<file path="src/logic/rhp_cfg.svh">
/*
 Timing counts, offsets, bit positions and reset values for the root hub
 port status and control block. Assumes a 125 MHz ref_clk.
*/
`ifndef RHP_CFG_SVH
`define RHP_CFG_SVH
`define RHP_CLK_MHZ 125
`define RHP_PORT0_OFS 8'h54
`define RHP_PORT1_OFS 8'h58
`define RHP_RESET_VAL 32'h00000000
`define RHP_B_CONN 0
`define RHP_B_ENA 1
`define RHP_B_SUSP 2
`define RHP_B_OCI 3
`define RHP_B_RST 4
`define RHP_B_PWR 8
`define RHP_B_SLOW 9
`define RHP_B_CSC 16
`define RHP_B_ESC 17
`define RHP_B_SSC 18
`define RHP_B_OCC 19
`define RHP_B_RSC 20
`define RHP_RESET_MS 10
`define RHP_RESET_CYC (`RHP_RESET_MS * 1000 * `RHP_CLK_MHZ)
`endif

</file>
<file path="src/logic/rhp_pkg.sv">
/*
 Types shared by the root hub port block.
 Assumes rhp_cfg.svh is on the include path.
*/
`default_nettype none
package rhp_pkg;
	typedef struct packed {
		logic wr;
		logic rd;
		logic [7:0] addr;
		logic [31:0] wdata;
	} rhp_req_t;
	typedef struct packed {
		logic connected;
		logic slow;
		logic overcurrent;
		logic disable_evt;
		logic resume_done;
	} rhp_line_t;
	typedef enum logic [0:0] {
		RHP_IDLE = 1'b0,
		RHP_RESETTING = 1'b1
	} rhp_rst_state_t;
endpackage
`default_nettype wire

</file>
<file path="src/logic/rhp_top.sv">
/*
 Root hub port status/control registers for two downstream ports, with
 the port reset timer. Assumes the register port is synchronous to ref_clk,
 and the line side reports connect, speed, overcurrent, enable loss and
 resume completion as levels/pulses per port. Global power commands and
 switching mode come from the root hub status logic as inputs.
*/
`include "rhp_cfg.svh"
`default_nettype none
// Functional notes
// RULE_01: Writes during a token-to-handshake transaction wait until it ends.
// RULE_02: Lower half shows status, upper half shows change flags.
// RULE_03: Software writes zeros to reserved bits 31:21 and 15:10.
// RULE_04: Reset-done flag sets after 10 ms reset; write one clears.
// RULE_05: Overcurrent-change flag sets on indicator change; write one clears.
// RULE_06: Resume-done flag sets after full resume sequence; write one clears.
// RULE_07: Resume-done flag clears whenever reset-done flag becomes set.
// RULE_08: Enable-change flag sets only on hardware disable; write one clears. Code also sets it when a software power-off clears an enabled port.
// RULE_09: Connect-change flag sets on connect or disconnect; write one clears.
// RULE_10: Reset, enable or suspend write on empty port sets connect-change.
// RULE_11: Fixed-device port sets connect-change only after root hub reset.
// RULE_12: Speed bit reads one for low-speed, zero for full-speed.
// RULE_13: Writing one to speed bit clears port power.
// RULE_14: Power bit reflects real power; overcurrent clears it. Code clears it only while per_port_oc is set.
// RULE_15: Global switching mode obeys only global power commands.
// RULE_16: Per-port mode: masked ports obey port commands, others global.
// RULE_17: Power off resets connect, enable, suspend and reset status. Code reads connect status straight from the line input.
// RULE_18: One register per port, first at offset 54h.
// RULE_19: Write one to power bit sets power; reads one if unswitched.
// RULE_20: Reset write starts reset; disconnected port sets connect instead.
// RULE_21: Overcurrent bit reads zero unless per-port reporting is present.
// RULE_22: Second port register sits at the next word, same layout.
module rhp_top
	import rhp_pkg::*;
#(
	parameter int RESET_CYC = `RHP_RESET_CYC
) (
	input wire logic ref_clk, // Host controller clock
	input wire logic reset_n, // Async reset, active low
	input wire rhp_req_t req, // Register read/write request
	output logic [31:0] rdata_reg, // Read data, valid cycle after rd
	input wire logic xact_busy, // Transaction in progress
	input wire rhp_line_t [1:0] line, // Line side state per port
	input wire logic pwr_switched, // Power switching implemented
	input wire logic pwr_mode, // Switching mode, 1 is per port
	input wire logic [1:0] per_port_power_mask, // Port power mask
	input wire logic [1:0] fixed_device_flag, // Non-removable device
	input wire logic per_port_oc, // Per-port overcurrent reporting
	input wire logic glob_set_pwr, // Global set power pulse
	input wire logic glob_clr_pwr, // Global clear power pulse
	input wire logic hub_reset_done, // Root hub reset finished pulse
	output logic [1:0] port_reset_out_reg, // Reset signalling active
	output logic [1:0] port_suspend_out_reg, // Suspend state to line
	output logic [1:0] port_power_out_reg // Power switch drive
);
	logic pend_reg;
	rhp_req_t pend_req_reg;
	logic [1:0] connect_changed_reg, enable_changed_reg;
	logic [1:0] resume_done_changed_reg, overcurrent_changed_reg;
	logic [1:0] reset_done_changed_reg;
	logic [1:0] port_enabled_reg, port_suspended_reg, port_powered_reg;
	logic [1:0] conn_q_reg, oc_q_reg;
	logic [31:0] rdata_next;
	rhp_req_t eff;
	logic eff_wr;

	// RULE_01: hold writes while busy
	always_ff @(posedge ref_clk or negedge reset_n) begin
		if (!reset_n) begin
			pend_reg <= 1'b0;
			pend_req_reg <= '0;
		end else if (req.wr && xact_busy) begin
			pend_reg <= 1'b1;
			pend_req_reg <= req;
		end else if (!xact_busy) begin
			pend_reg <= 1'b0;
		end
	end

	always_comb begin
		eff = pend_reg ? pend_req_reg : req;
		eff_wr = !xact_busy && (pend_reg || req.wr);
	end

	always_ff @(posedge ref_clk or negedge reset_n) begin
		if (!reset_n) begin
			conn_q_reg <= 2'b00;
			oc_q_reg <= 2'b00;
		end else begin
			for (int i = 0; i < 2; i++) begin
				conn_q_reg[i] <= line[i].connected;
				oc_q_reg[i] <= line[i].overcurrent & per_port_oc;
			end
		end
	end

	genvar p;
	generate
		for (p = 0; p < 2; p++) begin : g_port
			logic hit;
			logic [31:0] wd;
			logic w_rst, w_ena, w_susp, w_pwr_on, w_pwr_off;
			logic pwr_on, pwr_off, oc_now, rst_end, conn_now;
			logic [23:0] cnt_reg;
			rhp_rst_state_t st_reg;
			// RULE_18: first port register at 54h
			// RULE_22: second port at next word
			always_comb begin
				if (p == 0) begin
					hit = eff_wr && eff.addr == `RHP_PORT0_OFS;
				end else begin
					hit = eff_wr && eff.addr == `RHP_PORT1_OFS;
				end
				wd = hit ? eff.wdata : 32'h00000000;
				conn_now = line[p].connected;
				oc_now = line[p].overcurrent & per_port_oc;
				w_rst = wd[`RHP_B_RST];
				w_ena = wd[`RHP_B_ENA];
				w_susp = wd[`RHP_B_SUSP];
				w_pwr_on = wd[`RHP_B_PWR];
				// RULE_13: speed position clears power
				w_pwr_off = wd[`RHP_B_SLOW];
				// RULE_15: global mode uses global commands
				// RULE_16: mask picks port or global commands
				if (pwr_mode && per_port_power_mask[p]) begin
					pwr_on = w_pwr_on;
					pwr_off = w_pwr_off;
				end else begin
					pwr_on = glob_set_pwr;
					pwr_off = glob_clr_pwr;
				end
				rst_end = st_reg == RHP_RESETTING &&
					cnt_reg == 24'(RESET_CYC - 1);
			end

			// Port power
			always_ff @(posedge ref_clk or negedge reset_n) begin
				if (!reset_n) begin
					port_powered_reg[p] <= 1'b0;
				end else if (!pwr_switched) begin
					// RULE_19: unswitched power always on
					port_powered_reg[p] <= 1'b1;
				end else if (oc_now) begin
					// RULE_14: overcurrent removes power
					port_powered_reg[p] <= 1'b0;
				end else if (pwr_off) begin
					port_powered_reg[p] <= 1'b0;
				end else if (pwr_on) begin
					// RULE_19: set power
					port_powered_reg[p] <= 1'b1;
				end
			end

			// Reset signalling timer
			always_ff @(posedge ref_clk or negedge reset_n) begin
				if (!reset_n) begin
					st_reg <= RHP_IDLE;
					cnt_reg <= 24'h000000;
				end else if (!port_powered_reg[p]) begin
					// RULE_17: power off drops reset
					st_reg <= RHP_IDLE;
					cnt_reg <= 24'h000000;
				end else begin
					case (st_reg)
						RHP_IDLE: begin
							// RULE_20: start reset if connected
							if (w_rst && conn_now) begin
								st_reg <= RHP_RESETTING;
								cnt_reg <= 24'h000000;
							end
						end
						RHP_RESETTING: begin
							if (rst_end) begin
								st_reg <= RHP_IDLE;
							end else begin
								cnt_reg <= cnt_reg + 24'h000001;
							end
						end
						default: st_reg <= RHP_IDLE;
					endcase
				end
			end

			// Enable and suspend status
			always_ff @(posedge ref_clk or negedge reset_n) begin
				if (!reset_n) begin
					port_enabled_reg[p] <= 1'b0;
					port_suspended_reg[p] <= 1'b0;
				end else if (!port_powered_reg[p] || !conn_now ||
					line[p].disable_evt) begin
					// RULE_17: clear status without power
					port_enabled_reg[p] <= 1'b0;
					port_suspended_reg[p] <= 1'b0;
				end else begin
					if (rst_end || w_ena) begin
						port_enabled_reg[p] <= 1'b1;
					end
					if (line[p].resume_done || rst_end) begin
						port_suspended_reg[p] <= 1'b0;
					end else if (w_susp && port_enabled_reg[p]) begin
						port_suspended_reg[p] <= 1'b1;
					end
				end
			end

			// Change flags; set wins over write-one clear
			always_ff @(posedge ref_clk or negedge reset_n) begin
				if (!reset_n) begin
					connect_changed_reg[p] <= 1'b0;
					enable_changed_reg[p] <= 1'b0;
					resume_done_changed_reg[p] <= 1'b0;
					overcurrent_changed_reg[p] <= 1'b0;
					reset_done_changed_reg[p] <= 1'b0;
				end else begin
					// RULE_09: connect change
					// RULE_10: command on empty port
					// RULE_11: fixed device after hub reset
					if ((!fixed_device_flag[p] &&
						conn_now != conn_q_reg[p]) ||
						(!conn_now && (w_rst || w_ena || w_susp)) ||
						(fixed_device_flag[p] && hub_reset_done)) begin
						connect_changed_reg[p] <= 1'b1;
					end else if (wd[`RHP_B_CSC]) begin
						connect_changed_reg[p] <= 1'b0;
					end
					// RULE_08: disable event, disconnect or power loss while enabled
					if (port_enabled_reg[p] && (line[p].disable_evt ||
						!conn_now || !port_powered_reg[p])) begin
						enable_changed_reg[p] <= 1'b1;
					end else if (wd[`RHP_B_ESC]) begin
						enable_changed_reg[p] <= 1'b0;
					end
					// RULE_07: reset done clears resume flag
					// RULE_06: resume sequence complete
					if (rst_end) begin
						resume_done_changed_reg[p] <= 1'b0;
					end else if (line[p].resume_done &&
						port_suspended_reg[p]) begin
						resume_done_changed_reg[p] <= 1'b1;
					end else if (wd[`RHP_B_SSC]) begin
						resume_done_changed_reg[p] <= 1'b0;
					end
					// RULE_05: overcurrent indicator changed
					if (oc_now != oc_q_reg[p]) begin
						overcurrent_changed_reg[p] <= 1'b1;
					end else if (wd[`RHP_B_OCC]) begin
						overcurrent_changed_reg[p] <= 1'b0;
					end
					// RULE_04: reset signalling ended
					if (rst_end) begin
						reset_done_changed_reg[p] <= 1'b1;
					end else if (wd[`RHP_B_RSC]) begin
						reset_done_changed_reg[p] <= 1'b0;
					end
				end
			end

			always_ff @(posedge ref_clk or negedge reset_n) begin
				if (!reset_n) begin
					port_reset_out_reg[p] <= 1'b0;
					port_suspend_out_reg[p] <= 1'b0;
					port_power_out_reg[p] <= 1'b0;
				end else begin
					port_reset_out_reg[p] <= st_reg == RHP_RESETTING;
					port_suspend_out_reg[p] <= port_suspended_reg[p];
					port_power_out_reg[p] <= port_powered_reg[p];
				end
			end
		end
	endgenerate

	// RULE_02: status low, change flags high
	// RULE_12: speed valid while connected
	// RULE_21: overcurrent only if per-port
	always_comb begin
		int i;
		i = 0;
		rdata_next = `RHP_RESET_VAL;
		if (req.addr == `RHP_PORT0_OFS) begin
			i = 0;
		end else if (req.addr == `RHP_PORT1_OFS) begin
			i = 1;
		end else begin
			i = 2;
		end
		if (i < 2) begin
			rdata_next[`RHP_B_CONN] = line[i].connected;
			rdata_next[`RHP_B_ENA] = port_enabled_reg[i];
			rdata_next[`RHP_B_SUSP] = port_suspended_reg[i];
			rdata_next[`RHP_B_OCI] = oc_q_reg[i];
			rdata_next[`RHP_B_RST] = port_reset_out_reg[i];
			rdata_next[`RHP_B_PWR] = port_powered_reg[i];
			rdata_next[`RHP_B_SLOW] = line[i].slow & line[i].connected;
			rdata_next[`RHP_B_CSC] = connect_changed_reg[i];
			rdata_next[`RHP_B_ESC] = enable_changed_reg[i];
			rdata_next[`RHP_B_SSC] = resume_done_changed_reg[i];
			rdata_next[`RHP_B_OCC] = overcurrent_changed_reg[i];
			rdata_next[`RHP_B_RSC] = reset_done_changed_reg[i];
		end
	end

	always_ff @(posedge ref_clk or negedge reset_n) begin
		if (!reset_n) begin
			rdata_reg <= `RHP_RESET_VAL;
		end else if (req.rd) begin
			rdata_reg <= rdata_next;
		end
	end
endmodule
`default_nettype wire

</file>
<file path="config.mk">
export PLATFORM = sky130hd
export DESIGN_NAME = rhp_top
export DESIGN_NICKNAME = d
export VERILOG_FILES = /design/src/logic/rhp_pkg.sv /design/src/logic/rhp_top.sv
export VERILOG_INCLUDE_DIRS = /design/src /design/src/logic
export SDC_FILE = /design/constraint.sdc
export NUM_CORES = 1
export LEC_CHECK = 0
export ABC_AREA = 1
export BUFFER_PORTS_ARGS = -buffer_cell sky130_fd_sc_hd__buf_2
export CORE_UTILIZATION = 40
export DETAILED_ROUTE_END_ITERATION = 10
export HOLD_SLACK_MARGIN = 0.06
export PLACE_DENSITY = 0.72
export SLEW_MARGIN = 20
export SYNTH_ARGS = -nofsm -noshare
export SYNTH_HDL_FRONTEND = slang
export SYNTH_SLANG_ARGS = --single-unit
</file>
<file path="constraint.sdc">
create_clock -name ref_clk -period 1.7 [get_ports ref_clk]
set_input_delay 0.17 -clock ref_clk [delete_from_list [all_inputs] [get_ports ref_clk]]
set_output_delay 0.17 -clock ref_clk [all_outputs]
set_load 0.01 [all_outputs]
</file>
==> impl_metrics.toml, run 1 <==
[critical_path]
cp.required_ns = 1.96
critPathMaxFanout = 6
crit_path_top_delay_cell = "dfrtp_2"
path_cells = "inv_4 > nand2_2 > nand2_2 > nor2_2 > nand2_2 > nor2_4 > nand4_1 > nand2_4 > buf_6 > nand2_8 > nand2_2 > nand2_1"
crit_top_cell = "nand2_2"
ff2ff_path_depth = 12
start_kind = "flop"
r2r_end = "g_port[1].cnt_reg[19]$_DFFE_PN0P_"
critPathKind = "reg2reg"
worst_setup_path_end_kind = "flop"
critPathArrivalTime_ns = 2.02
slowest_delay_ns = 0.45
regToRegSetupSlack_ns = -0.06
r2r_start = "pend_reg$_DFFE_PN0P_"

[global_route]
gr-total-overflow = 0
grt_pass1_vias = 5995
grt_start_max_net_pins = 37
grt_pass1_wl_um = 28800
track_usage = 0.221
gr-usage-met3 = 0.0417
top_usage_layer = "met2"
grt_use_met2 = 0.366
met1_usage = 0.294
antenna_found_initial = 0

[layout]
fin_nets = 1098
fillers = 1491
fin_cells = 1247
drive_gt1_frac = 0.219
regArea_sq_um = 2680
multi_input_comb_area_sq_um = 3270
num_antenna_cells = 0
largest_reg_flops = 48
area_growth_syn_to_layout_pct = 26.0

[die]
die_w_um = 128
ios = 103
initial_utilization = 0.413
core_sq_um = 15400
die_y_um = 128
dieArea_sq_um = 16400
rows = 45

[placed_design]
hpwl_um = 12200
place_inst = 1206
gp_congestion = 0.930
placement.io_buffers = 60

[logic_synthesis]
yosys_warnings = 0
synthesis.area_sq_um = 6350
synth_top_area_cell = "dfrtp_1"
synth.avg_cell_area_sq_um = 7.01
ys_ff_latch = 107
synth_edf_count = 0
syn_inst = 906
synth_top_cell_area_share = 0.422
synthTopCellsByArea = "dfrtp_1, nand2_1, nand3_1, inv_1, nor2_1"
synth_ff_type = "dfrtp_1"
synth.distinct_cells = 38
async_flop_share = 1.00
seq_area_frac_synth = 0.422

[clock_network]
cts_buffers = 9
h-tree-depth = 3
cts_max_path_buffers = 2
cts_num_sinks = 107
cts_tree = "yes"
clk_latency_ns = 0.37
cts-root-buf = "clkbuf_16"
clkSlewWorstSetupHoldPaths_ns = 0.08

[route]
drc = 0
routedWlPerCell_um = 14.4
initialDrtViolationCount = 539
drt-total-wl_um = 17900
vias_per_cell = 5.16
ant_nets = 0
vias = 6435
first_pass_iters = 6

[timing]
timing.fmax_mhz = 567
worst_pin_slew_ns = 0.563
period_share = 1.04
hold_viol_final = 0
slew_headroom = 0.620
layout_min_cycle_time_ns = 1.76
worst_slack_ns = -0.0622
holdWs_ns = 0.0648
finalSetupTns_ns = -1.88
setup_viol = 48
fin_skew_ns = 0.0112
rsz0062_at_grt = "yes"
final_max_slew_viol_count = 0

[power_and_ir_drop]
ir_worst_vdd_mv = 0.538
p_per_area_nw_per_um2 = 712
leakage_uw = 0.00391

[run_status]
violations = "negative setup slack"
status = "finished with violations"

[hold_path]
min_to = "pend_req_reg[16]$_DFFE_PN0P_"
min_path_cells = 2
hold_path.class = "in2reg"
hp-start = "req[16]"

[run]
drv_cap = 0
metal layers:
| layer | vias up | routed length [um] | part of all wire |
|---|---|---|---|
| met5 | - | 0 | 0 |
| met4 | 0 | 353 | 0.020 |
| met3 | 33 | 1190 | 0.066 |
| met2 | 258 | 8440 | 0.47 |
| met1 | 2996 | 7930 | 0.44 |
| li1 | 3148 | - | - |
repair_timing:
action / 4_1_cts / 5_1_grt
hold buffers: 8 / 0
gates cloned: 0 / 5
hold endpoints to repair: 41 / 0
setup endpoints to repair: 52 / 61
setup buffers: 2 / 10
pin swaps: 1 / 12
resized for setup: 7 / 71
power breakdown:
part	total, uW	leakage (uW)	switching (uW)	internal (uW)
logic	665	0.00235	412	253
clock network	2370	0.000155	1050	1320
registers	2660	0.00140	43.5	2620
cell families after synthesis:
family,after synthesis,share of synthesized area
muxes,6,0.0102
and+or+nand+nor,518,0.350
buffers and inverters,154,0.111
adders and majority gates,2,0.00394
other,1,0.000591
xor gates and xnor gates,2,0.00276
DFF,107,0.422
AOI/OAI and AO/OA,116,0.0993
worst max-delay path by stage:
stage	slack, ns	from	endpoint
floorplan	0.06	g_port[1].cnt_reg[0]$_DFFE_PN0P_	g_port[1].cnt_reg[20]$_DFFE_PN0P_
global placement	-0.04	pend_reg$_DFFE_PN0P_	g_port[0].cnt_reg[16]$_DFFE_PN0P_
detailed placement	-0.07	pend_reg$_DFFE_PN0P_	g_port[0].cnt_reg[9]$_DFFE_PN0P_
CTS	0.001	pend_reg$_DFFE_PN0P_	g_port[1].cnt_reg[9]$_DFFE_PN0P_
global route	-0.17	pend_reg$_DFFE_PN0P_	g_port[0].cnt_reg[19]$_DFFE_PN0P_
finish	-0.06	pend_reg$_DFFE_PN0P_	g_port[1].cnt_reg[19]$_DFFE_PN0P_
critical path: cells and delay by family (launching register included):
family                 cells  cell delay [ns]
buffers and inverters      2             0.23
DFF                        1             0.45
and+or+nand+nor           10             0.98
layout by cell type (no fill, tap or decap), drive strengths merged, types with 3 or more instances in the layout:
cell         synthesis  final
nand2              279    282
buf                 33    134
dfrtp              107    107
inv                102    104
nor2               101    101
nand3               78     78
o21ai               73     73
nand4               30     30
a21oi               24     24
nor3                21     21
conb                 1     20
clkbuf              19     11
dlygate4sd3          0      8
nor4                 6      6
o211ai               6      6
mux2                 4      4
a211oi               3      3
final cells by class:
class,count,area share
timing repair buffer,144,0.133
multi-input combinational,667,0.408
clock inverter,7,0.0136
clock buffer,9,0.0282
sequential,107,0.335
inverter,102,0.0482
tap,211,0.0330
per-stage QoR:
step	setup WS, ns	cell area [sq um]	power [uW]	utilization
2_1_floorplan	0.0581	6420	3020	-
3_3_place_gp	-0.0435	7170	3220	0.466
3_5_place_dp	-0.0734	7170	3230	0.466
4_1_cts	0.00130	7620	5610	0.496
5_1_grt	-0.168	8000	5910	0.520
6_report	-0.0622	8000	5690	0.520
Yosys cell counts, drive strengths merged (3+ instances only):
cell / n
nand2: 279
nand3: 78
nor4: 6
nor2: 101
dfrtp: 107
a21oi: 24
clkbuf: 19
o21ai: 73
buf: 33
a211oi: 3
inv: 102
nand4: 30
o211ai: 6
nor3: 21
mux2: 4
Note: power is estimated with default switching activity, not from simulation.
==> inputs of run 2 (changes only) <==
--- a/config.mk
+++ b/config.mk
@@ -11,7 +11,6 @@
 export CORE_UTILIZATION = 40
 export DETAILED_ROUTE_END_ITERATION = 10
 export HOLD_SLACK_MARGIN = 0.06
-export PLACE_DENSITY = 0.72
 export SLEW_MARGIN = 20
 export SYNTH_ARGS = -nofsm -noshare
 export SYNTH_HDL_FRONTEND = slang
==> run 2 against run 1 <==
The flow still finishes with violations (negative setup slack). Setup slack got worse by 0.095 ns. Combinational power up 20%. Final area is 6.5% higher. Global-route usage rose by 1.5 points. Fmax shrank 5.1%. Non-clock buffer count increased by 37. Clock power shrank 9.7%. Final cell count is 3.0% higher.
==> impl_metrics.toml, run 2 (synthesis gave the netlist of run 1 again) <==
[layout]
fin_cells = 1284
drive_gt1_frac = 0.285
num_antenna_cells = 0
area_growth_syn_to_layout_pct = 34.2
fin_nets = 1135
mostFrequentLayoutCells = "nand2_1, dfrtp_1, inv_1"
final_area_sq_um = 8520
mostFrequentLayoutCell = "nand2_1"
largest_reg_flops = 48

[critical_path]
crit_path_top_delay_cell = "dfrtp_2"
critPathArrivalTime_ns = 2.11
ff2ff_path_depth = 12
start_kind = "flop"
crit_top_cell = "nand2_2"
regToRegSetupSlack_ns = -0.16
r2r_start = "pend_reg$_DFFE_PN0P_"
slowest_delay_ns = 0.46
path_cells = "inv_4 > nand2_2 > nand2_2 > buf_6 > nand3_4 > nor2_4 > nand4_1 > nand2_2 > nand2_4 > clkbuf_16 > nand2_2 > nand2_1"
r2r_end = "g_port[0].cnt_reg[11]$_DFFE_PN0P_"
cp.required_ns = 1.95
worst_setup_path_end_kind = "flop"
critPathMaxFanout = 6
critPathKind = "reg2reg"

[timing]
rsz0062_at_grt = "yes"
layout_min_cycle_time_ns = 1.86
fin_skew_ns = 0.00945
worst_slack_ns = -0.158
slew_headroom = 0.600
hold_viol_final = 0
period_share = 1.09
setup_viol = 52
worst_pin_slew_ns = 0.593
final_max_slew_viol_count = 0
timing.fmax_mhz = 538

[hold_path]
hp-start = "req[16]"
min_path_cells = 2
hold_path.class = "in2reg"
min_to = "pend_req_reg[16]$_DFFE_PN0P_"

[clock_network]
cts_tree = "yes"
h-tree-depth = 3
cts_num_sinks = 107
cts_buffers = 9
clk_latency_ns = 0.37
cts-root-buf = "clkbuf_16"
clkSlewWorstSetupHoldPaths_ns = 0.07
cts_max_path_buffers = 2

[power_and_ir_drop]
leakage_uw = 0.00421
p_per_area_nw_per_um2 = 658
ir_worst_vdd_mv = 0.540
total_power_uw = 5610

[run_status]
violations = "negative setup slack"
status = "finished with violations"

[placed_design]
place_inst = 1233
dp_worst_setup_slack_ns = -0.130
placement.io_buffers = 60
post_dp_cell_area_sq_um = 7370
hpwl_um = 13200
gp_congestion = 0.957

[route]
routedWlPerCell_um = 14.9
vias_per_cell = 5.06
vias = 6503
drc = 0
initialDrtViolationCount = 462
drt-total-wl_um = 19100
first_pass_iters = 5
ant_nets = 0

[global_route]
antenna_found_initial = 0
gr-total-overflow = 0
grt_pass1_wl_um = 30300
grt_start_max_net_pins = 47
grt_pass1_vias = 6136
track_usage = 0.236

[die]
rows = 45
ios = 103
die_w_um = 128
die_y_um = 128
core_sq_um = 15400
initial_utilization = 0.413
dieArea_sq_um = 16400

[run]
drv_cap = 0
-- run 2: area by class of cell --
| type | count | area, sq um |
|---|---|---|
| Inverter | 102 | 390 |
| Sequential cell | 107 | 2680 |
| Clock buffer | 11 | 243 |
| Multi-Input combinational cell | 667 | 3480 |
| Clock inverter | 5 | 53.8 |
| Fill cell | 1474 | 6850 |
| Tap cell | 211 | 264 |
| Timing Repair Buffer | 181 | 1410 |
-- run 2: critical path: cells and delay by family, from the launching register on --
family | cells | cell delay [ns]
flip-flops | 1 | 0.46
AND/OR/NAND/NOR | 9 | 0.84
buffers and inverters | 3 | 0.43
-- run 2: report_power, final --
group | internal [uW] | switching, uW
sequential | 2620 | 47.5
combinational | 328 | 469
clock | 1070 | 1070
total | 4020 | 1590
-- run 2: worst max path at each step --
stage,from,end,slack (ns),cells past startpoint
final,pend_reg$_DFFE_PN0P_,g_port[0].cnt_reg[11]$_DFFE_PN0P_,-0.16,12
after global routing,pend_reg$_DFFE_PN0P_,g_port[0].cnt_reg[2]$_DFFE_PN0P_,-0.25,12
after CTS,pend_reg$_DFFE_PN0P_,g_port[1].cnt_reg[8]$_DFFE_PN0P_,-0.10,13
after detailed placement,pend_reg$_DFFE_PN0P_,g_port[1].cnt_reg[19]$_DFFE_PN0P_,-0.13,11
after global placement,pend_reg$_DFFE_PN0P_,g_port[1].cnt_reg[8]$_DFFE_PN0P_,-0.08,11
after floorplan,g_port[1].cnt_reg[0]$_DFFE_PN0P_,g_port[1].cnt_reg[20]$_DFFE_PN0P_,0.06,9
-- run 2: repair_timing --
item,CTS,global route
endpoints found under the setup margin,54,64
gates cloned,4,3
hold buffers,6,0
pin swaps,14,20
endpoints found under the hold margin,33,0
buffers inserted,15,8
gates resized for setup,40,105
-- run 2: per-layer routing --
metal  up-vias  share of wire  global-route usage  wire [um]
li1       3222              -                   -          -
met2       217           0.47               0.374       8950
met3        33          0.045              0.0367        868
met1      3031           0.46               0.326       8860
met5         -              0                   0          0
met4         0          0.022              0.0872        428
-- run 2: per-stage QoR --
stage	util	hold slack, ns	setup TNS (ns)
after floorplan	-	-0.126	0
after global placement	0.480	0.134	-1.97
after detailed placement	0.480	0.133	-3.70
after CTS	0.526	0.0610	-3.50
after global routing	0.554	0.0603	-11.62
final	0.554	0.0609	-6.27
